**src/rtl/cxd_defines.vh**
```
// constants for the control-flow and indirect-pointer execution unit
// assumes inclusion by bare name from the rtl files of this block
`ifndef CXD_DEFINES_VH
`define CXD_DEFINES_VH

// ----------------------------------------------------------------------
// opcode classes presented on instr_op_in
// ----------------------------------------------------------------------
`define CXD_OP_NOP       5'h00
`define CXD_OP_BRA       5'h01
`define CXD_OP_BRW       5'h02
`define CXD_OP_CALL      5'h03
`define CXD_OP_CALLW     5'h04
`define CXD_OP_GOTO      5'h05
`define CXD_OP_RETURN    5'h06
`define CXD_OP_RETLW     5'h07
`define CXD_OP_SKPZ      5'h08
`define CXD_OP_CLRWDT    5'h09
`define CXD_OP_OPTLD     5'h0a
`define CXD_OP_SWRESET   5'h0b
`define CXD_OP_SLEEP     5'h0c
`define CXD_OP_DIRLD     5'h0d
`define CXD_OP_ADDPTR    5'h0e
`define CXD_OP_LDIND     5'h0f
`define CXD_OP_STIND     5'h10
`define CXD_OP_LDIDX     5'h11

// ----------------------------------------------------------------------
// pointer modifier codes on instr_mode_in
// ----------------------------------------------------------------------
`define CXD_MOD_PREINC   2'h0
`define CXD_MOD_PREDEC   2'h1
`define CXD_MOD_POSTINC  2'h2
`define CXD_MOD_POSTDEC  2'h3

// ----------------------------------------------------------------------
// widths, field positions and reset values
// ----------------------------------------------------------------------
`define CXD_PC_W         15
`define CXD_PTR_MSB      15
`define CXD_STK_AW       4
`define CXD_PC_RST       15'h0000
`define CXD_W_RST        8'h00
`define CXD_PTR_RST      16'h0000
`define CXD_OPT_RST      8'hff
`define CXD_DIR_RST      32'hffffffff

`endif

```
**src/rtl/cxd_core.v**
```verilog
// execution timing unit for control-flow and indirect-pointer instructions
// assumes a fetch stage that offers decoded instructions when ready_out is
// high and a data memory that answers mem_rdata_in within the read cycle
//
// Function
// RULE1 - pc change or true condition makes the instruction last two cycles
// RULE2 - that second cycle does nothing but let the new fetch proceed; here a return also loads pc from the popped stack entry in it
// RULE3 - indirect access through a pointer with top bit set adds one cycle
// RULE4 - pointer add adds signed literal to selected pointer, one cycle
// RULE5 - indirect load to accumulator, optional pre/post inc/dec, one cycle
// RULE6 - indirect store of accumulator, optional pre/post inc/dec, one cycle
// RULE7 - indexed indirect load reads pointer plus offset, pointer unchanged
// RULE8 - computed branch by accumulator takes two cycles
// RULE9 - call to accumulator-formed target pushes return address, two cycles
// RULE10 - return with literal loads accumulator then pops, two cycles
// RULE11 - standby entry completes in one cycle then enters standby
// RULE12 - special load copies accumulator to prescaler setup in one cycle
// RULE13 - direction load copies accumulator to selected port direction
// RULE14 - all pointer arithmetic wraps modulo sixteen bits
`timescale 1ns/100ps
`include "cxd_defines.vh"

module cxd_core (
    // clock and reset
    input  wire        clk_in,
    input  wire        rst_in,
    // instruction offer
    input  wire        instr_valid_in,
    input  wire [4:0]  instr_op_in,
    input  wire [14:0] instr_arg_in,
    input  wire        instr_sel_in,
    input  wire [1:0]  instr_mode_in,
    output reg         ready_out,
    // wake from standby
    input  wire        wake_in,
    // data memory
    output reg  [15:0] mem_addr_out,
    output reg         mem_rd_out,
    output reg         mem_wr_out,
    output reg  [7:0]  mem_wdata_out,
    input  wire [7:0]  mem_rdata_in,
    // architectural state
    output reg  [14:0] pc_out,
    output reg  [7:0]  w_out,
    output reg  [15:0] ptr0_out,
    output reg  [15:0] ptr1_out,
    output reg  [7:0]  option_out,
    output reg  [31:0] pin_dir_out,
    // system events
    output reg         standby_out,
    output reg         wdt_clear_out,
    output reg         sw_reset_out
);

    // ------------------------------------------------------------------
    // states
    // ------------------------------------------------------------------
    localparam [1:0] ST_RUN   = 2'h0;
    localparam [1:0] ST_NOP   = 2'h1;
    localparam [1:0] ST_EXTRA = 2'h2;
    localparam [1:0] ST_SLEEP = 2'h3;

    // ------------------------------------------------------------------
    // helpers
    // ------------------------------------------------------------------
    function [15:0] sext6;
        input [5:0] v;
        begin
            sext6 = {{10{v[5]}}, v};
        end
    endfunction

    // wraps by plain 16-bit truncation
    function [15:0] ptr_step;
        input [15:0] p;
        input [1:0]  mode;
        begin
            if (mode[0]) begin
                ptr_step = p - 16'h0001; // see RULE14
            end else begin
                ptr_step = p + 16'h0001; // see RULE14
            end
        end
    endfunction

    // ------------------------------------------------------------------
    // state
    // ------------------------------------------------------------------
    reg [1:0]  state_r, state_nxt;
    reg [14:0] pc_r, pc_nxt;
    reg [7:0]  w_r, w_nxt;
    reg        w_pend_r, w_pend_nxt;
    reg [15:0] ptr0_r, ptr0_nxt;
    reg [15:0] ptr1_r, ptr1_nxt;
    reg [7:0]  opt_r, opt_nxt;
    reg [31:0] dir_r, dir_nxt;
    reg [3:0]  sp_r, sp_nxt;
    reg        pop_r, pop_nxt;
    reg [15:0] maddr_nxt;
    reg        mrd_nxt, mwr_nxt;
    reg [7:0]  mwdata_nxt;
    reg        wdt_nxt, swr_nxt;
    reg        stk_we, stk_re;
    reg [3:0]  stk_ra;
    reg [15:0] sel_ptr, new_ptr;
    wire [14:0] stk_rdata;
    // a load lands in the cycle after it issues; later users see it here
    wire [7:0]  w_eff = w_pend_r ? mem_rdata_in : w_r;
    wire [14:0] pc_inc = pc_r + 15'h0001;

    cxd_stack_mem u_stack (
        .clk_in      (clk_in),
        .wr_en_in    (stk_we),
        .wr_addr_in  (sp_r),
        .wr_data_in  (pc_inc),
        .rd_en_in    (stk_re),
        .rd_addr_in  (stk_ra),
        .rd_data_out (stk_rdata)
    );

    // ------------------------------------------------------------------
    // next-state decode
    // ------------------------------------------------------------------
    always @* begin
        state_nxt  = state_r;
        pc_nxt     = pc_r;
        w_nxt      = w_eff;
        w_pend_nxt = 1'b0;
        ptr0_nxt   = ptr0_r;
        ptr1_nxt   = ptr1_r;
        opt_nxt    = opt_r;
        dir_nxt    = dir_r;
        sp_nxt     = sp_r;
        pop_nxt    = 1'b0;
        maddr_nxt  = mem_addr_out;
        mrd_nxt    = 1'b0;
        mwr_nxt    = 1'b0;
        mwdata_nxt = mem_wdata_out;
        wdt_nxt    = 1'b0;
        swr_nxt    = 1'b0;
        stk_we     = 1'b0;
        stk_re     = 1'b0;
        stk_ra     = sp_r - 4'h1;
        sel_ptr    = instr_sel_in ? ptr1_r : ptr0_r;
        new_ptr    = ptr_step(sel_ptr, instr_mode_in);
        case (state_r)
            ST_RUN: begin
                if (instr_valid_in) begin
                    pc_nxt = pc_inc;
                    case (instr_op_in)
                        `CXD_OP_BRA: begin
                            pc_nxt    = pc_inc + {{6{instr_arg_in[8]}},
                                                  instr_arg_in[8:0]};
                            state_nxt = ST_NOP; // see RULE1
                        end
                        `CXD_OP_BRW: begin
                            pc_nxt    = pc_inc + {7'h00, w_eff};
                            state_nxt = ST_NOP; // see RULE8
                        end
                        `CXD_OP_CALL: begin
                            stk_we    = 1'b1;
                            sp_nxt    = sp_r + 4'h1;
                            pc_nxt    = instr_arg_in;
                            state_nxt = ST_NOP; // see RULE1
                        end
                        `CXD_OP_CALLW: begin
                            stk_we    = 1'b1; // see RULE9
                            sp_nxt    = sp_r + 4'h1;
                            pc_nxt    = {instr_arg_in[14:8], w_eff};
                            state_nxt = ST_NOP; // see RULE9
                        end
                        `CXD_OP_GOTO: begin
                            pc_nxt    = instr_arg_in;
                            state_nxt = ST_NOP; // see RULE1
                        end
                        `CXD_OP_RETURN, `CXD_OP_RETLW: begin
                            if (instr_op_in == `CXD_OP_RETLW) begin
                                w_nxt = instr_arg_in[7:0]; // see RULE10
                            end
                            stk_re    = 1'b1;
                            sp_nxt    = sp_r - 4'h1;
                            pop_nxt   = 1'b1;
                            state_nxt = ST_NOP; // see RULE10
                        end
                        `CXD_OP_SKPZ: begin
                            if (w_eff == 8'h00) begin
                                pc_nxt    = pc_r + 15'h0002;
                                state_nxt = ST_NOP; // see RULE1
                            end
                        end
                        `CXD_OP_CLRWDT:  wdt_nxt = 1'b1;
                        `CXD_OP_SWRESET: swr_nxt = 1'b1;
                        `CXD_OP_SLEEP:   state_nxt = ST_SLEEP; // see RULE11
                        `CXD_OP_OPTLD:   opt_nxt = w_eff; // see RULE12
                        `CXD_OP_DIRLD: begin
                            case (instr_arg_in[1:0]) // see RULE13
                                2'h0:    dir_nxt[7:0]   = w_eff;
                                2'h1:    dir_nxt[15:8]  = w_eff;
                                2'h2:    dir_nxt[23:16] = w_eff;
                                default: dir_nxt[31:24] = w_eff;
                            endcase
                        end
                        `CXD_OP_ADDPTR: begin
                            new_ptr = sel_ptr + sext6(instr_arg_in[5:0]);
                            if (instr_sel_in) begin
                                ptr1_nxt = new_ptr; // see RULE4
                            end else begin
                                ptr0_nxt = new_ptr; // see RULE4
                            end
                        end
                        `CXD_OP_LDIND, `CXD_OP_STIND: begin
                            // pre modes address the stepped pointer
                            maddr_nxt = instr_mode_in[1] ? sel_ptr : new_ptr;
                            if (instr_sel_in) begin
                                ptr1_nxt = new_ptr;
                            end else begin
                                ptr0_nxt = new_ptr;
                            end
                            if (instr_op_in == `CXD_OP_LDIND) begin
                                mrd_nxt    = 1'b1; // see RULE5
                                w_pend_nxt = 1'b1; // see RULE5
                            end else begin
                                mwr_nxt    = 1'b1; // see RULE6
                                mwdata_nxt = w_eff; // see RULE6
                            end
                            if (sel_ptr[`CXD_PTR_MSB]) begin
                                state_nxt = ST_EXTRA; // see RULE3
                            end
                        end
                        `CXD_OP_LDIDX: begin
                            maddr_nxt  = sel_ptr + sext6(instr_arg_in[5:0]);
                            mrd_nxt    = 1'b1; // see RULE7
                            w_pend_nxt = 1'b1; // see RULE7
                            if (sel_ptr[`CXD_PTR_MSB]) begin
                                state_nxt = ST_EXTRA; // see RULE3
                            end
                        end
                        default: ;
                    endcase
                end
            end
            ST_NOP: begin
                // idle slot; only the popped address is taken in
                if (pop_r) begin
                    pc_nxt = stk_rdata; // see RULE2
                end
                state_nxt = ST_RUN; // see RULE2
            end
            ST_EXTRA: state_nxt = ST_RUN; // see RULE3
            ST_SLEEP: begin
                if (wake_in) begin
                    state_nxt = ST_RUN;
                end
            end
            default: state_nxt = ST_RUN;
        endcase
    end

    // ------------------------------------------------------------------
    // registers
    // ------------------------------------------------------------------
    always @(posedge clk_in or posedge rst_in) begin
        if (rst_in) begin
            state_r       <= ST_RUN;
            pc_r          <= `CXD_PC_RST;
            w_r           <= `CXD_W_RST;
            w_pend_r      <= 1'b0;
            ptr0_r        <= `CXD_PTR_RST;
            ptr1_r        <= `CXD_PTR_RST;
            opt_r         <= `CXD_OPT_RST;
            dir_r         <= `CXD_DIR_RST;
            sp_r          <= 4'h0;
            pop_r         <= 1'b0;
            mem_addr_out  <= 16'h0000;
            mem_rd_out    <= 1'b0;
            mem_wr_out    <= 1'b0;
            mem_wdata_out <= 8'h00;
            wdt_clear_out <= 1'b0;
            sw_reset_out  <= 1'b0;
            ready_out     <= 1'b0;
            standby_out   <= 1'b0;
            pc_out        <= `CXD_PC_RST;
            w_out         <= `CXD_W_RST;
            ptr0_out      <= `CXD_PTR_RST;
            ptr1_out      <= `CXD_PTR_RST;
            option_out    <= `CXD_OPT_RST;
            pin_dir_out   <= `CXD_DIR_RST;
        end else begin
            state_r       <= state_nxt;
            pc_r          <= pc_nxt;
            w_r           <= w_nxt;
            w_pend_r      <= w_pend_nxt;
            ptr0_r        <= ptr0_nxt;
            ptr1_r        <= ptr1_nxt;
            opt_r         <= opt_nxt;
            dir_r         <= dir_nxt;
            sp_r          <= sp_nxt;
            pop_r         <= pop_nxt;
            mem_addr_out  <= maddr_nxt;
            mem_rd_out    <= mrd_nxt;
            mem_wr_out    <= mwr_nxt;
            mem_wdata_out <= mwdata_nxt;
            wdt_clear_out <= wdt_nxt;
            sw_reset_out  <= swr_nxt;
            ready_out     <= (state_nxt == ST_RUN);
            standby_out   <= (state_nxt == ST_SLEEP); // see RULE11
            // pc of a return settles in the idle slot, one edge later
            pc_out        <= pc_nxt;
            w_out         <= w_nxt;
            ptr0_out      <= ptr0_nxt;
            ptr1_out      <= ptr1_nxt;
            option_out    <= opt_nxt;
            pin_dir_out   <= dir_nxt;
        end
    end

endmodule // cxd_core

```
**src/rtl/cxd_stack_mem.v**
```verilog
// return-address store for the execution unit
// assumes one clock; read data appear registered the edge after rd_en
`timescale 1ns/100ps

module cxd_stack_mem (
    // clock
    input  wire        clk_in,
    // write side
    input  wire        wr_en_in,
    input  wire [3:0]  wr_addr_in,
    input  wire [14:0] wr_data_in,
    // read side
    input  wire        rd_en_in,
    input  wire [3:0]  rd_addr_in,
    output reg  [14:0] rd_data_out
);

    reg [14:0] mem_r [0:15];

    always @(posedge clk_in) begin
        if (wr_en_in) begin
            mem_r[wr_addr_in] <= wr_data_in;
        end
        if (rd_en_in) begin
            rd_data_out <= mem_r[rd_addr_in];
        end
    end

endmodule // cxd_stack_mem

```
**config.mk**
```make
export PLATFORM = sky130hd
export DESIGN_NAME = cxd_core
export DESIGN_NICKNAME = d
export VERILOG_FILES = /design/src/rtl/cxd_core.v /design/src/rtl/cxd_stack_mem.v
export VERILOG_INCLUDE_DIRS = /design/src /design/src/rtl
export SDC_FILE = /design/constraint.sdc
export NUM_CORES = 1
export LEC_CHECK = 0
export BUFFER_PORTS_ARGS = -buffer_cell sky130_fd_sc_hd__buf_2
export CORE_MARGIN = 2
export CORE_UTILIZATION = 30
export CTS_CLUSTER_SIZE = 20
export DETAILED_ROUTE_END_ITERATION = 10
export GPL_TIMING_DRIVEN = 0
export PLACE_DENSITY = 0.57
export SYNTH_ARGS = -nofsm -noshare
export SYNTH_HDL_FRONTEND = slang
export SYNTH_SLANG_ARGS = --single-unit
```
**constraint.sdc**
```tcl
create_clock -name clk_in -period 6.5 [get_ports clk_in]
set_input_delay 1.3 -clock clk_in [delete_from_list [all_inputs] [get_ports clk_in]]
set_output_delay 1.3 -clock clk_in [all_outputs]
set_load 0.05 [all_outputs]
```
==> results by group <==
Finish
  • Utilization after layout: 0.360
  • Fin cells: around 2,600
  • Layout cells sized above 1: 0.233
  • Diode count: 0
  • Finished Cell Area: approximately 23,000 µm²
  • Area grow syn2layout: 18.9%
  • Nets: approximately 1,800

Synthesis
  • Post-synthesis cell area: around 19,000 µm²
  • Async SR Flop Fraction: 0.341
  • Seq cells post-synth: between 300 and 400
  • Post-synth EDFFs: ~260
  • Syn Inst Count: between 1,500 and 2,000
  • Syn Nets: approximately 1,600
  • Sequential fraction of the synthesis area: 0.578
  • Synth Warn #: 0
  • Post-synth top flop: edfxtp_1
  • Avg Inst Size Synth: about 12 µm²
  • Synth cell types: between 70 and 80

Power
  • Power Dens Cells: about 470 nW/µm²
  • Total power: 10.7 mW
  • Maximum vdd drop: 0.222 mV
  • P_leak: ~8.4 nW

Critical path
  • Critical path capture point type: flip-flop
  • CP cell instances: buf_2, buf_2, buf_1, inv_1, ha_1, clkbuf_1, clkbuf_1, clkbuf_1, mux4_2, mux2i_1, a21oi_1
  • Crit-path max cell delay: ~0.7 ns
  • Most frequent cell on the critical path: clkbuf_1
  • Worst path required time: ~7 ns
  • Slowest stage cell, crit path: clkbuf_1
  • Crit Path Max Fanout: 10
  • WS Path Type: flip-flop to flip-flop
  • Worst setup SP type: flip-flop
  • Worst Path Arrival: around 5.6 ns

Floorplan
  • Row Count: 92
  • Initial Util: 0.302
  • Top-level I/O count: 160
  • Die area: ~66,000 µm²
  • Die X: around 260 µm
  • Core Area: between 60,000 and 70,000 µm²
  • Chip height: around 260 µm

Clock tree
  • CTS Buf Count: 42
  • Clock insertion delay at the later pin of the skew report: just under 0.6 ns
  • Clock transition at path regs: 0.06 ns
  • Clock root buffer: clkbuf_16
  • Htree depth: 2
  • Postcts setup bufs: 0
  • Hold_buf cts: 0
  • Clock buffer depth: 3
  • Post-CTS Resized: 0
  • CTS tree: done
  • CTS sink count: between 300 and 400

Global routing
  • Initial antenna violation count: 3
  • First-pass GRT wire length: 88.5 mm
  • Tot GR Track Use: 0.178
  • Grt ovf: 0
  • Vias in the first global route: around 14,000
  • Largest net degree at the start of global routing: 84

Timing
  • Setup TNS: 0 ns
  • Relative slew slack: 0.116
  • Post-layout min period: 5.29 ns
  • Least-Margin Pin Slew: about 1.3 ns
  • Final Max Tran Viols: 0
  • Min Hold Slack: 0.476 ns
  • Clock Skew: 0.0269 ns
  • Post-route setup slack: 1.21 ns
  • Fmax: approximately 190 MHz
  • RSZ-0062 raised after global routing: no
  • Final setup vio count: 0
  • Fin crit share: 0.814
  • Final hold vios: 0

Placed design
  • IO buf count: 156
  • Dpl ws: between 1 and 1.5 ns
  • DP Wirelength: between 40 and 50 mm
  • GPL Wtd Cong: 0.928
  • Placement Cell Area: 21,300 µm²
  • Placed Cells: between 2,000 and 3,000

Detailed routing
  • Via density: approximately 5.2
  • Number of routed nets with antenna violations: 0
  • DR iter-0 viols: ~1,100
  • Routed WL: between 50 and 60 mm
  • 1st-pass router iterations: 5
  • Via Count: between 10,000 and 15,000
  • Per-cell routed wire length: between 20 and 25 µm
  • Post-route DRC violation count: 0

Min path
  • HP Class: flip-flop to flip-flop

Flow run
  • Max-cap violations: 0

Outcome
  • Status: finished clean
layout by cell type (no fill, tap or decap), types with 18 or more instances in the layout:
cell type and instances:
a211oi_1 28, a21o_1 18, a21oi_1 89, buf_2 168, clkbuf_1 70, clkbuf_16 43
dfrtp_1 92, dfstp_2 40, edfxtp_1 255, ha_1 45, inv_1 29, mux2_2 23
mux2i_1 42, mux4_2 60, nand2_1 145, nand3_1 21, nor2_1 118, nor2b_1 25
nor3_1 22, o21ai_0 116, xnor2_1 35, xor2_1 24
flip-flops by register name, indices dropped and copies added (netlist names), 2 cells and up:
signal,flops
mem_wdata_out,8
state_r,2
ptr0_r,16
sp_r,4
u_stack.mem_r,240
u_stack.rd_data_out,15
dir_r,32
ptr1_r,16
opt_r,8
mem_addr_out,16
pc_r,15
w_r,8
power breakdown:
part	internal (mW)	leakage (nW)	switching, mW
clock network	1.33	0.639	1.02
logic	1.64	3.96	3.33
registers	3.12	3.84	0.226
cell families (layout without fill, tap and decap cells):
group           Yosys count  after routing  synth area share
simple gates            433            433             0.107
flops                   387            387             0.578
compound gates          366            366             0.119
mux                     129            129             0.109
buf+inv                 112            368            0.0237
xor+xnor                 66             66            0.0307
fa+ha+maj                48             48            0.0327
worst paths after layout:
kind / startpoint / end / slack [ns] / cells past startpoint
max in group asynchronous: rst_in / sp_r[3] / 4.94 / 3
hold / removal: opt_r[1] / opt_r[1] / 0.48 / 2
setup reg to reg: sp_r[0] / u_stack.rd_data_out[1] / 1.21 / 11
setup / recovery: sp_r[0] / u_stack.rd_data_out[1] / 1.21 / 11
hold reg to reg: opt_r[1] / opt_r[1] / 0.48 / 2
min in group asynchronous: rst_in / mem_addr_out[0] / 0.75 / 2
synthesized netlist by cell type (18+ instances only):
cell        n  area (µm²)
clkbuf_1   59         221
mux2i_1    46         460
dfrtp_1    92        2300
nand2_1   145         544
mux4_2     60        1350
inv_1      30         113
xnor2_1    38         333
ha_1       45         563
dfstp_2    40        1050
a21o_1     18         135
mux2_2     23         259
o21ai_0   116         581
edfxtp_1  255        7660
xor2_1     27         236
nor2_1    128         480
nor2b_1    25         156
nand3_1    21         105
a21oi_1    89         445
nor3_1     26         130
a211oi_1   28         210
metal layers:
metal | global-route usage | share of wire | routed length [µm]
met5 | 0 | 0.00045 | 27
met2 | 0.296 | 0.48 | 28200
met4 | 0.0505 | 0.024 | 1420
met3 | 0.0330 | 0.062 | 3700
met1 | 0.238 | 0.44 | 26000
critical path: cells and delay by family, from the launching register on:
family / cells / cell delay, ns
buffers and inverters: 7 / 3.28
AOI/OAI and AO/OA: 1 / 0.16
muxes: 2 / 0.80
adders and majority gates: 1 / 0.33
DFF: 1 / 0.42
area by class of cell:
class | count | area, µm²
Clock inverter | 21 | 206
Fill cell | 6093 | 40300
Sequential cell | 387 | 11000
Clock buffer | 56 | 1140
Inverter | 32 | 125
Buffer | 80 | 330
Timing Repair Buffer | 179 | 1070
Tap cell | 846 | 1060
Multi-Input combinational cell | 1042 | 7690
No activity file was read; power rests on OpenSTA's default activity.
